==> src/core/ifc_pkg.sv <==
// package: register map, field layout and state record of the interrupt flag and edge block
package ifc_pkg;

  // ****************************************************************
  // sizes
  // ****************************************************************
  localparam int          DATA_W          = 16;
  localparam int          NUM_EXT         = 5;
  localparam int          REG_ADDR_W      = 4;

  // ****************************************************************
  // register indices on the register port
  // ****************************************************************
  localparam logic [3:0]  REG_CONTROL_TWO = 4'h0;
  localparam logic [3:0]  REG_FLAGS_ZERO  = 4'h1;
  localparam logic [3:0]  REG_FLAGS_ONE   = 4'h2;
  localparam logic [3:0]  REG_FLAGS_TWO   = 4'h3;

  // ****************************************************************
  // field positions
  // ****************************************************************
  localparam int          ALT_TABLE_BIT   = 15;
  localparam int          HOLD_ACTIVE_BIT = 14;
  localparam int          EXT0_FLAG_BIT   = 0;
  localparam int          EXT1_FLAG_BIT   = 4;
  localparam int          EXT2_FLAG_BIT   = 13;

  // ****************************************************************
  // implemented bits and values after reset
  // ****************************************************************
  localparam logic [15:0] CONTROL_WR_MASK = 16'h801F;
  localparam logic [15:0] FLAGS_ZERO_MASK = 16'h7FFF;
  localparam logic [15:0] FLAGS_ONE_MASK  = 16'hFFFB;
  localparam logic [15:0] FLAGS_TWO_MASK  = 16'hDFFF;
  localparam logic [15:0] REG_RESET_VALUE = 16'h0000;
  localparam logic [4:0]  EXT_RESET_VALUE = 5'h00;

  // ****************************************************************
  // carriers
  // ****************************************************************
  typedef struct packed {
    logic [15:0] flags_two;
    logic [15:0] flags_one;
    logic [15:0] flags_zero;
  } ifc_events_s;

  typedef struct packed {
    logic [15:0]        control_two;
    logic [15:0]        flags_zero;
    logic [15:0]        flags_one;
    logic [15:0]        flags_two;
    logic [NUM_EXT-1:0] sync_first;
    logic [NUM_EXT-1:0] sync_second;
    logic [NUM_EXT-1:0] sync_prev;
    logic [NUM_EXT-1:0] edge_pulse;
    logic [15:0]        rdata;
  } ifc_state_s;

endpackage

==> src/core/ifc_flag_edge_ctl.sv <==
// interrupt request flag capture, external pin edge select and vector table control
//
// The implementer's own choices: the plain strobed port and the register addresses.
`timescale 1ns/10ps
`default_nettype none

module ifc_flag_edge_ctl
  import ifc_pkg::*;
#(
  parameter int ADDR_W = REG_ADDR_W
) (
  input  wire logic               i_clock,                  // system clock, 25 MHz
  input  wire logic               i_rstn,                   // async reset, active low
  input  wire logic [ADDR_W-1:0]  i_addr,                   // register index
  input  wire logic [15:0]        i_wdata,                  // write data
  input  wire logic               i_wr,                     // write strobe
  input  wire logic               i_rd,                     // read strobe
  output logic      [15:0]        o_rdata,                  // read data, cycle after strobe
  input  wire ifc_events_s        i_periph_events,          // peripheral request pulses
  input  wire logic [NUM_EXT-1:0] i_ext_irq,                // external interrupt pins
  input  wire logic               i_hold_active,            // interrupt-disable in effect
  output logic                    o_alt_vector_table_select,// alternate table in use
  output logic      [NUM_EXT-1:0] o_ext_polarity,           // per-pin polarity select
  output logic      [NUM_EXT-1:0] o_ext_edge,               // detected pin edge pulse
  output logic      [15:0]        o_flags_zero,             // flag register zero
  output logic      [15:0]        o_flags_one,              // flag register one
  output logic      [15:0]        o_flags_two               // flag register two
);

  // ****************************************************************
  // elaboration check
  // ****************************************************************
  if (ADDR_W < 2 || ADDR_W > REG_ADDR_W) begin : g_bad_addr
    $error("ADDR_W must lie between 2 and REG_ADDR_W");
  end

  // ****************************************************************
  // helpers
  // ****************************************************************
  function automatic logic addr_hit(input logic [ADDR_W-1:0] addr,
                                    input logic [3:0]        idx);
    addr_hit = (addr == ADDR_W'(idx));
  endfunction

  // hardware set is applied after the software write so it wins
  function automatic logic [15:0] flag_update(input logic [15:0] old_val,
                                              input logic [15:0] set_val,
                                              input logic        wr_hit,
                                              input logic [15:0] wdata,
                                              input logic [15:0] mask);
    logic [15:0] base;
    base = wr_hit ? wdata : old_val;
    flag_update = (base | set_val) & mask;
  endfunction

  // ****************************************************************
  // state
  // ****************************************************************
  ifc_state_s         st_reg;
  ifc_state_s         st_next;
  logic [NUM_EXT-1:0] edge_now;
  logic [15:0]        set_zero;
  logic [15:0]        set_one;
  logic [15:0]        set_two;
  logic [15:0]        control_view;
  logic               wr_control;
  logic               wr_zero;
  logic               wr_one;
  logic               wr_two;

  always_comb begin
    st_next = st_reg;
    wr_control = i_wr && addr_hit(i_addr, REG_CONTROL_TWO);
    wr_zero    = i_wr && addr_hit(i_addr, REG_FLAGS_ZERO);
    wr_one     = i_wr && addr_hit(i_addr, REG_FLAGS_ONE);
    wr_two     = i_wr && addr_hit(i_addr, REG_FLAGS_TWO);

    // two-stage synchroniser, then a history stage for edge detection
    st_next.sync_first  = i_ext_irq;
    st_next.sync_second = st_reg.sync_first;
    st_next.sync_prev   = st_reg.sync_second;

    // edge is judged on pin history under the current polarity select, so a polarity flip alone never fires
    for (int i = 0; i < NUM_EXT; i++) begin
      if (st_reg.control_two[i]) begin
        edge_now[i] = st_reg.sync_prev[i] & ~st_reg.sync_second[i];
      end else begin
        edge_now[i] = ~st_reg.sync_prev[i] & st_reg.sync_second[i];
      end
    end
    st_next.edge_pulse = edge_now;

    // map sources onto their flag positions
    set_zero                = i_periph_events.flags_zero;
    set_zero[EXT0_FLAG_BIT] = edge_now[0];
    set_one                 = i_periph_events.flags_one;
    set_one[EXT1_FLAG_BIT]  = edge_now[1];
    set_one[EXT2_FLAG_BIT]  = edge_now[2];
    set_two                 = i_periph_events.flags_two;

    if (wr_control) begin
      st_next.control_two = i_wdata & CONTROL_WR_MASK;
    end
    st_next.flags_zero = flag_update(st_reg.flags_zero, set_zero, wr_zero,
                                     i_wdata, FLAGS_ZERO_MASK);
    st_next.flags_one  = flag_update(st_reg.flags_one, set_one, wr_one,
                                     i_wdata, FLAGS_ONE_MASK);
    st_next.flags_two  = flag_update(st_reg.flags_two, set_two, wr_two,
                                     i_wdata, FLAGS_TWO_MASK);

    // status bit reflects the core at the moment of the read
    control_view                  = st_reg.control_two;
    control_view[HOLD_ACTIVE_BIT] = i_hold_active;

    st_next.rdata = REG_RESET_VALUE;
    if (i_rd) begin
      case (i_addr)
        ADDR_W'(REG_CONTROL_TWO): st_next.rdata = control_view;
        ADDR_W'(REG_FLAGS_ZERO):  st_next.rdata = st_reg.flags_zero;
        ADDR_W'(REG_FLAGS_ONE):   st_next.rdata = st_reg.flags_one;
        ADDR_W'(REG_FLAGS_TWO):   st_next.rdata = st_reg.flags_two;
        default:                  st_next.rdata = REG_RESET_VALUE;
      endcase
    end
  end

  always_ff @(posedge i_clock or negedge i_rstn) begin
    if (!i_rstn) begin
      st_reg.control_two <= REG_RESET_VALUE;
      st_reg.flags_zero  <= REG_RESET_VALUE;
      st_reg.flags_one   <= REG_RESET_VALUE;
      st_reg.flags_two   <= REG_RESET_VALUE;
      st_reg.sync_first  <= EXT_RESET_VALUE;
      st_reg.sync_second <= EXT_RESET_VALUE;
      st_reg.sync_prev   <= EXT_RESET_VALUE;
      st_reg.edge_pulse  <= EXT_RESET_VALUE;
      st_reg.rdata       <= REG_RESET_VALUE;
    end else begin
      st_reg <= st_next;
    end
  end

  // ****************************************************************
  // outputs
  // ****************************************************************
  assign o_rdata                   = st_reg.rdata;
  assign o_alt_vector_table_select = st_reg.control_two[ALT_TABLE_BIT];
  assign o_ext_polarity            = st_reg.control_two[NUM_EXT-1:0];
  assign o_ext_edge                = st_reg.edge_pulse;
  assign o_flags_zero              = st_reg.flags_zero;
  assign o_flags_one               = st_reg.flags_one;
  assign o_flags_two               = st_reg.flags_two;
endmodule

`default_nettype wire

==> config.mk <==
export PLATFORM = sky130hd
export DESIGN_NAME = ifc_flag_edge_ctl
export DESIGN_NICKNAME = d
export VERILOG_FILES = /design/src/core/ifc_pkg.sv /design/src/core/ifc_flag_edge_ctl.sv
export SDC_FILE = /design/constraint.sdc
export NUM_CORES = 1
export LEC_CHECK = 0
export BUFFER_PORTS_ARGS = -buffer_cell sky130_fd_sc_hd__buf_2
export CORE_UTILIZATION = 55
export CTS_BUF_LIST = sky130_fd_sc_hd__clkbuf_4 sky130_fd_sc_hd__clkbuf_8
export CTS_CLUSTER_DIAMETER = 60
export CTS_CLUSTER_SIZE = 16
export DETAILED_ROUTE_END_ITERATION = 8
export PLACE_DENSITY_LB_ADDON = 0.25
export SYNTH_ARGS = -nofsm -noshare
export SYNTH_HDL_FRONTEND = slang
export SYNTH_SLANG_ARGS = --single-unit
export TNS_END_PERCENT = 5
==> constraint.sdc <==
create_clock -name i_clock -period 2.05 [get_ports i_clock]
set_input_delay 0.205 -clock i_clock [delete_from_list [all_inputs] [get_ports i_clock]]
set_output_delay 0.205 -clock i_clock [all_outputs]
set_load 0.01 [all_outputs]
# ---- Yosys cells after proc, flatten, opt, wreduce, memory -nomap -nowiden
# Cells that the tools add are included.
dict set report word_totals {
  register_bits 87
  input_bits 78
}
dict set report classes {
  bitwise_logic 23
  reduce_logical 5
  n_eq_ne 3
  n_mux 10
}
# op n
set op_table {}
lappend op_table {{case mux 16 bit (4 select lines)} 1}
lappend op_table {{two-way mux 16 bit} 3}
lappend op_table {{OR 16 bit} 2}
lappend op_table {{two-way mux 15 bit} 1}
lappend op_table {{OR 15 bit} 1}
lappend op_table {{bitwise AND 1 bit} 10}
lappend op_table {{NOT 1 bit} 10}
lappend op_table {{equality test 4 x 2 -> 1 bit (second input constant)} 2}
lappend op_table {{two-way mux 1 bit} 5}
lappend op_table {{equality test 4 x 1 -> 1 bit (second input constant)} 1}
lappend op_table {{logical AND 1 bit} 4}
lappend op_table {{logical NOT 4 bit} 1}

# ---- Longest topological paths before layout
# Gate-level depths: netlist of the first run.
dict set report depth {
  depth_word 4
  ltp_mapped 5
  mapped_depth_nobuf 3
}

# ---- Worst setup path before layout of the first run
# Ideal clock, no wire load.
dict set report synth_path {
  kind {input port to flip-flop}
  start {input i_addr[1]}
  end {register st_reg (netlist bit o_alt_vector_table_select)}
  path_buffers 1
  path_slack_ns 0.706
  setup_ns 0.125
  t_arrival_ns 1.219
  path_stages 4
  cell_sequence {nor4b_4 > nor2b_1 > buf_2 > mux2_2}
}
dict set report synth_between {
  elab_chain_cells 2
}
# item line
set synth_lines {}
lappend synth_lines {{start: declaration} ifc_flag_edge_ctl.sv:14} ;# input wire logic [ADDR_W-1:0] i_addr,
lappend synth_lines {{logical NOT 4 bit} ifc_flag_edge_ctl.sv:42} ;# addr_hit = (addr == ADDR_W'(idx));
lappend synth_lines {{logical AND 1 bit} ifc_flag_edge_ctl.sv:73} ;# wr_control = i_wr && addr_hit(i_addr, REG_CONTROL_TWO);
lappend synth_lines {{end signal: assignment} ifc_flag_edge_ctl.sv:139} ;# st_reg <= st_next;
lappend synth_lines {{end: declaration} ifc_flag_edge_ctl.sv:59} ;# ifc_state_s st_reg;
# Every way passes these cells.
# A chain may end at the register's enable or synchronous reset.

==> results of run 1 <==
power by group through the flow:
stage          Sequential [mW]  Clock [mW]  Combinational, mW
2_1_floorplan             1.88           0              0.294
3_3_place_gp              1.90           0              0.434
3_5_place_dp              1.90           0              0.442
4_1_cts                   1.87        1.23              0.453
5_1_grt                   1.88        1.29              0.490
6_report                  1.86        1.21              0.450
path summary, 6_finish.rpt:
path / endpoint / slack, ns / cells past startpoint
max: o_flags_zero[2] / 0.60 / 4
min: o_flags_two[11] / 0.04 / 2
max reg2reg: o_rdata[2] / 0.99 / 3
min reg2reg: st_next[22] / 0.35 / 0
max in group asynchronous: o_flags_zero[3] / 1.00 / 3
min in group asynchronous: o_rdata[8] / 0.39 / 2
Yosys cell counts (10+ instances only):
| cell | n | area share |
|---|---|---|
| sky130_fd_sc_hd__mux2_2 | 11 | 0.030 |
| sky130_fd_sc_hd__and3_1 | 45 | 0.068 |
| sky130_fd_sc_hd__dfrtp_1 | 87 | 0.53 |
| sky130_fd_sc_hd__a211o_1 | 45 | 0.095 |
| sky130_fd_sc_hd__a22oi_1 | 10 | 0.018 |
| sky130_fd_sc_hd__nor2_1 | 13 | 0.012 |
| sky130_fd_sc_hd__mux2i_1 | 11 | 0.027 |
| sky130_fd_sc_hd__clkbuf_1 | 11 | 0.010 |
| sky130_fd_sc_hd__buf_4 | 75 | 0.14 |
metrics by stage:
step	hold slack (ns)	instances	setup WS [ns]	instance area (um^2)
finish	0.0391	550	0.603	4770
global placement	0.237	528	0.294	4510
global route	0.0412	550	0.529	4770
floorplan	-0.0906	360	0.706	4150
detailed placement	0.231	528	0.260	4510
CTS	0.0322	550	0.626	4770
area by class of cell:
class / count / area, um^2
Clock buffer: 13 / 160
Clock inverter: 3 / 42.5
Multi-Input combinational cell: 181 / 1340
Tap cell: 99 / 124
Fill cell: 578 / 2480
Timing Repair Buffer: 167 / 926
Sequential cell: 87 / 2180
worst reg2reg max path, delay by kind of cell, from the launching register on:
| family | cells | cell delay (ns) |
|---|---|---|
| AND/OR/NAND/NOR | 1 | 0.06 |
| multiplexers | 1 | 0.27 |
| AO/OA/AOI/OAI | 1 | 0.18 |
| flip-flops | 1 | 0.41 |
what timing repair did:
item | 4_1_cts | 5_1_grt
endpoints found under the hold margin | 47 | 0
hold buffers | 6 | 0
setup endpoints to repair | 0 | 0
metal layers:
metal  track usage  up-vias  share of wire
met5             0        -              0
li1              -     1386              -
met2         0.427      119           0.49
met4        0.0997        0          0.013
met1         0.356     1529           0.44
met3        0.0373       11          0.057
cells by family after synthesis:
group	count (synthesis)	share of synthesized area
compound gates	70	0.136
simple gates	86	0.127
buf+inv	92	0.155
other cells	1	0.000905
flops	87	0.525
mux	22	0.0565
==> impl_summary.md, run 1 <==
Detailed routing
The first-pass detailed-route iteration total is 4. The average vias per placed instance is between 5 and 6. The violation count after the first detailed-route iteration is 219. The residual DRC count is 0. The routed layout has 3,045 vias. The final wirelength is approximately 10000 um. The antenna violation net count after detailed routing is 0. The wire length per cell is 18.1 um.

Floorplanning
Measured along the x axis, the die boundary spans between 80 and 90 um. Measured along the y axis, the die boundary spans between 80 and 90 um. In this run the core area contains 31 standard-cell rows. The floorplan step defined a core boundary enclosing just over 7000 um^2. The die covers 7890 um^2. The effective utilization at floorplan is 0.571.

The number of ports placed on the die boundary is approximately 150.

Critical path
The data arrival time at the worst-slack endpoint is 1.67 ns. The critical path data required time is around 2.3 ns. The type of the worst setup path is input pin to register. The worst setup path is launched from an input pin. The count of buffer and inverter cells on the critical path is 1. Walking the worst path, the cells encountered are buf_2 > nor4b_4 > nand2_2 > a211o_1.

The startpoint of the worst setup timing path is i_addr[3]. For this design, the slowest cell found on the critical path is sky130_fd_sc_hd__nor4b_4. The endpoint class of the critical path is a register.

For this run, the slowest stage of the critical path takes roughly 0.52 ns. The startpoint identified for the worst register-to-register timing path is o_flags_two[2]. The critical path's top delay family is simple AND/OR/NAND/NOR gates. Of all nets on the critical path, the largest fanout is 15.

Logic synthesis
The cell area that synthesis handed to floorplanning was slightly above 4000 um^2. The synthesized design contains 0 enable-type register cells. Counting flops with an async set or reset pin after synthesis yields a share of 1.00. The sequential share of the synthesized area is 0.525. Counting distinct cell types in the post-synthesis netlist gives 28. In the synthesized netlist, the number of instances is roughly 360. The number of synthesized register bits is 87. The synthesis warning total is 0. The mean instance size in the synthesized netlist is 11.6 um^2. In the synthesized netlist the dominant register cell turns out to be sky130_fd_sc_hd__dfrtp_1.

Global routing
The global-route wire length before repair is between 15,000 and 20,000 um. For this run the aggregate overflow at the end of global routing stands at 0. The number of global-route vias before repair is slightly above 3,000. The maximum number of pins on one net before global-route repair is between 40 and 50.

The number of antenna violations at the first check in global routing was 0. Across every metal layer, demand over resource in global routing totals 0.262.

Place
Routability-driven placement finished with a final weighted congestion of roughly 0.8. The count of buffers from port buffering is 143. Once detailed placement completed, the half-perimeter wirelength came to 6990 um.

Clock network
The tree is rooted in a sky130_fd_sc_hd__clkbuf_8. The number of gates resized after CTS was 0. Post-CTS timing repair inserted 0 buffers for setup.

The CTS tree is yes. The post-CTS clock slew at the launch and capture registers of the worst setup and hold paths is ~0.09 ns. The clock tree synthesis step divided the H-tree into 3 levels. For the worst-skew pair, the clock arrives at the later sink with an insertion delay of around 0.34 ns. The number of clock buffers added by TritonCTS is 9. The sink count of the clock tree is 87.

The maximum buffer depth of the clock tree is 2.

Power
The power per cell area is ~740 nW/um^2. The internal portion of the total power is about 2.6 mW. In this run the static leakage power is roughly 2.3 nW.

The share of power burned in registers is 0.530. The clock group share of total power is 0.343. The worst-case vdd ir drop is slightly above 0.4 mV. The design draws 3.52 mW.

The share of total power dissipated in combinational logic is 0.128. The switching portion of total power is 0.248. The switching component of the power is around 0.87 mW.

Final layout
The utilization after layout is 0.658. The register with the most flip-flops in the layout has 16 of them. Of the cells placed in the final design, the portion with a size suffix greater than 1 is 0.428. Leaving out fill and tap cells, the most frequent cell in the layout is sky130_fd_sc_hd__buf_2. Compared with the post-synthesis result, the final layout area differs by 15.1%. The repair_antennas step left the layout with diodes totalling 0. The net count of the finished layout is around 520. In the layout the commonest cells are sky130_fd_sc_hd__buf_2, sky130_fd_sc_hd__dfrtp_1, sky130_fd_sc_hd__and3_1, sky130_fd_sc_hd__a211o_1, sky130_fd_sc_hd__buf_4.

STA
Summed over all failing endpoints, the final setup total negative slack is 0 ns. Setup violations remaining at the end of the flow were counted as 0. For the final database, setup skew stands at between 0.007 and 0.008 ns. Setup repair after global routing left no endpoint under its margin. The relative max-transition margin is 0.526. The hold violation count in the final report came to 0.

The transition time at the pin with the least slew margin is approximately 0.7 ns. For the finished layout, the period the worst path requires is roughly 1.4 ns. The count of pins over their slew limit is 0. Of the available clock period, the critical path in the final layout requires 0.706. The maximum clock frequency is roughly 690 MHz.

Min path
The worst hold path begins at i_periph_events[43]. The worst hold path class is input pin to register.

Job
The tool flagged a number of max-cap violations equal to 0.

Status
The flow ran to the end, and the final reports show no timing, DRC or antenna violations.
Note: power is estimated with default switching activity, not from simulation.
==> run 2: changes to the inputs <==
Settings changed: CORE_UTILIZATION 55 to 51.
Clock period 2.05 ns to 1.39 ns, I/O delays scaled along.
==> impl_summary.md, run 2 (synthesis gave the netlist of run 1 again) <==
Floorplanning
The number of ports placed on the die boundary is approximately 150. The area of the core is a little under 8000 um^2. The vertical die dimension is between 90 and 100 um. The placement row count is 32.

For this configuration, the core starts out at a cell density of 0.531. The area enclosed by the die boundary is 8490 um^2. The horizontal extent of the die is about 92 um.

Final layout
The most common library cell in the layout ignoring fill and taps is sky130_fd_sc_hd__buf_2. The final design instance area without fill is 5310 um^2. The final net count is approximately 580. Summing all flip-flop and latch instances after layout gives 2180 um^2. The final antenna diode count is 0. The count of fill cells added during filler insertion is around 620. The multi-input combinational cells in the finished layout cover a total of around 1300 um^2. Relative to the synthesized area, the layout overhead comes to 28.1%. The register with the most flip-flops in the layout has 16 of them. The share of layout cells above drive strength 1 is 0.402. Leaving out fill and tap cells, the most frequent cells in the layout are sky130_fd_sc_hd__buf_2, sky130_fd_sc_hd__dfrtp_1, sky130_fd_sc_hd__dlygate4sd3_1.

Global routing
The global-route wire length before repair is roughly 17,000 um. The number of antenna violations at the first check in global routing is 0. The total overflow left after global routing is 0. Entering global routing, the biggest net connects 39 pins. In the global route stage, overall resource usage came out at 0.267.

The number of global-route vias before repair was 3,380.

Place
In this run the cell area measured after placement is about 4600 um^2. The weighted congestion at the end of routability-driven global placement is slightly above 0.8. After legalization and detailed placement, the total HPWL measured slightly above 7000 um. The count of buffers from port buffering is 143.

STA
Setup violations remaining at the end of the flow were counted as 0. The hold violation count in the final report was 0. The count of pins over their slew limit is 0.

On the final layout, the worst hold slack is 0.0610 ns. Setup repair after global routing left no endpoint under its margin. Static timing analysis puts the maximum clock frequency at between 900 and 1000 MHz. Subtracting the final worst setup slack from the clock period gives 1.08 ns. Across the routed clock network, the largest skew measured is between 0.01 and 0.015 ns.

In the finished design, the share of the clock period the worst path needs comes to 0.775. In the final timing run, aggregate negative setup slack is 0 ns.

Clock network
At the later pin of the worst-skew pair, clock insertion delay measures about 0.35 ns. The cell at the root of the clock tree is sky130_fd_sc_hd__clkbuf_8. The CTS tree is yes. The post-CTS resize count is 0. The sink count of the clock tree is between 80 and 90. The maximum buffer depth of the clock tree is 2. The H-tree generated during clock tree synthesis spans 3 levels. The number of buffers created by CTS is 9. The number of setup buffers added after CTS is 0. Clock-pin slew was measured on the worst setup and hold paths at 0.09 ns.

Critical path
The type of the worst setup path is register to output port. STA classifies the critical path endpoint as an output port. The maximum fanout count along the critical path is 5. The library cell contributing the largest single delay on the critical path is sky130_fd_sc_hd__dfrtp_1. The signal on the critical path passes through buf_2. For this run, the slowest stage of the critical path takes 0.43 ns.

The element type at the critical path start is a register. For the worst setup path, the data required time is 1.25 ns. The data arrival time at the worst-slack endpoint is ~0.94 ns. Grouping stages by cell kind, the critical path spends the most delay in flip-flops.

The flop-to-flop setup slack is ~0.35 ns. The number of buffers and inverters on the critical path is 1.

Power
The power per cell area is slightly above 1000 nW/um^2. The worst-case vdd ir drop is 0.757 mV. The analysis attributes to cell leakage a power of 2.52 nW. Summing internal, switching and leakage power gives 5.36 mW.

Detailed routing
The first-pass detailed-route iteration total is 4. After detailed routing, the number of remaining DRC violations is 0. In this run, the number of DRC markers left after iteration 0 of detailed routing was approximately 130. The average vias per placed instance is roughly 5.4.

The routed layout has 3,234 vias. The antenna violation net count after detailed routing is 0. For this block, the routed nets add up to between 10,000 and 15,000 um of wire. In the final routed layout, each cell accounts on average for about 18 um.

Job
The number of violations of the max-capacitance limit is 0.

Status
The run finished with clean final reports.

Min path
The min-delay analysis places its worst path in the category input pin to register.
## run 2: cell count changes in the layout (fill, tap and decap cells not counted), sizes merged
cell,change
clkbuf,-2
clkinv,+1
dlygate4sd3,+42
buf,+10
## run 2: metrics by stage
stage                     setup WS [ns]  utilization  instances
after floorplan                   0.112            -        360
after global placement          -0.0254        0.592        541
after detailed placement        -0.0360        0.592        541
after CTS                         0.289        0.679        603
after global routing              0.249        0.680        604
final                             0.313        0.680        604
## run 2: metal layers
| metal | up-vias | track usage | share of wire |
|---|---|---|---|
| met5 | - | 0 | 0 |
| met4 | 0 | 0.0742 | 0.011 |
| met3 | 10 | 0.0481 | 0.051 |
| met2 | 128 | 0.454 | 0.51 |
| met1 | 1617 | 0.350 | 0.43 |
| li1 | 1479 | - | - |
## run 2: final cells by class
cell class / count / share of cell area
Sequential cell: 87 / 0.410
Clock buffer: 11 / 0.0285
Clock inverter: 4 / 0.0104
Multi-Input combinational cell: 181 / 0.252
Timing Repair Buffer: 219 / 0.275
Tap cell: 102 / 0.0240
## run 2: timing repair
action,in CTS,in global routing
endpoints found under the setup margin,0,0
hold buffers,47,1
endpoints found under the hold margin,133,1
## run 2: power breakdown
part           switching [mW]  internal (mW)
registers              0.0948           2.66
logic                   0.379          0.409
clock network           0.893          0.926
total                    1.37           3.99
## run 2: path summary, 6_finish.rpt
check | start | to | cells past startpoint
min in group asynchronous | i_rstn | o_flags_two[6] | 2
worst min register to register | st_next[29] | st_next[24] | 0
worst max register to register | o_ext_polarity[0] | o_flags_zero[0] | 3
max in group asynchronous | i_rstn | o_alt_vector_table_select | 3
worst min-delay path | i_wdata[4] | o_ext_polarity[4] | 2
worst max-delay path | o_ext_polarity[4] | o_ext_polarity[4] | 1
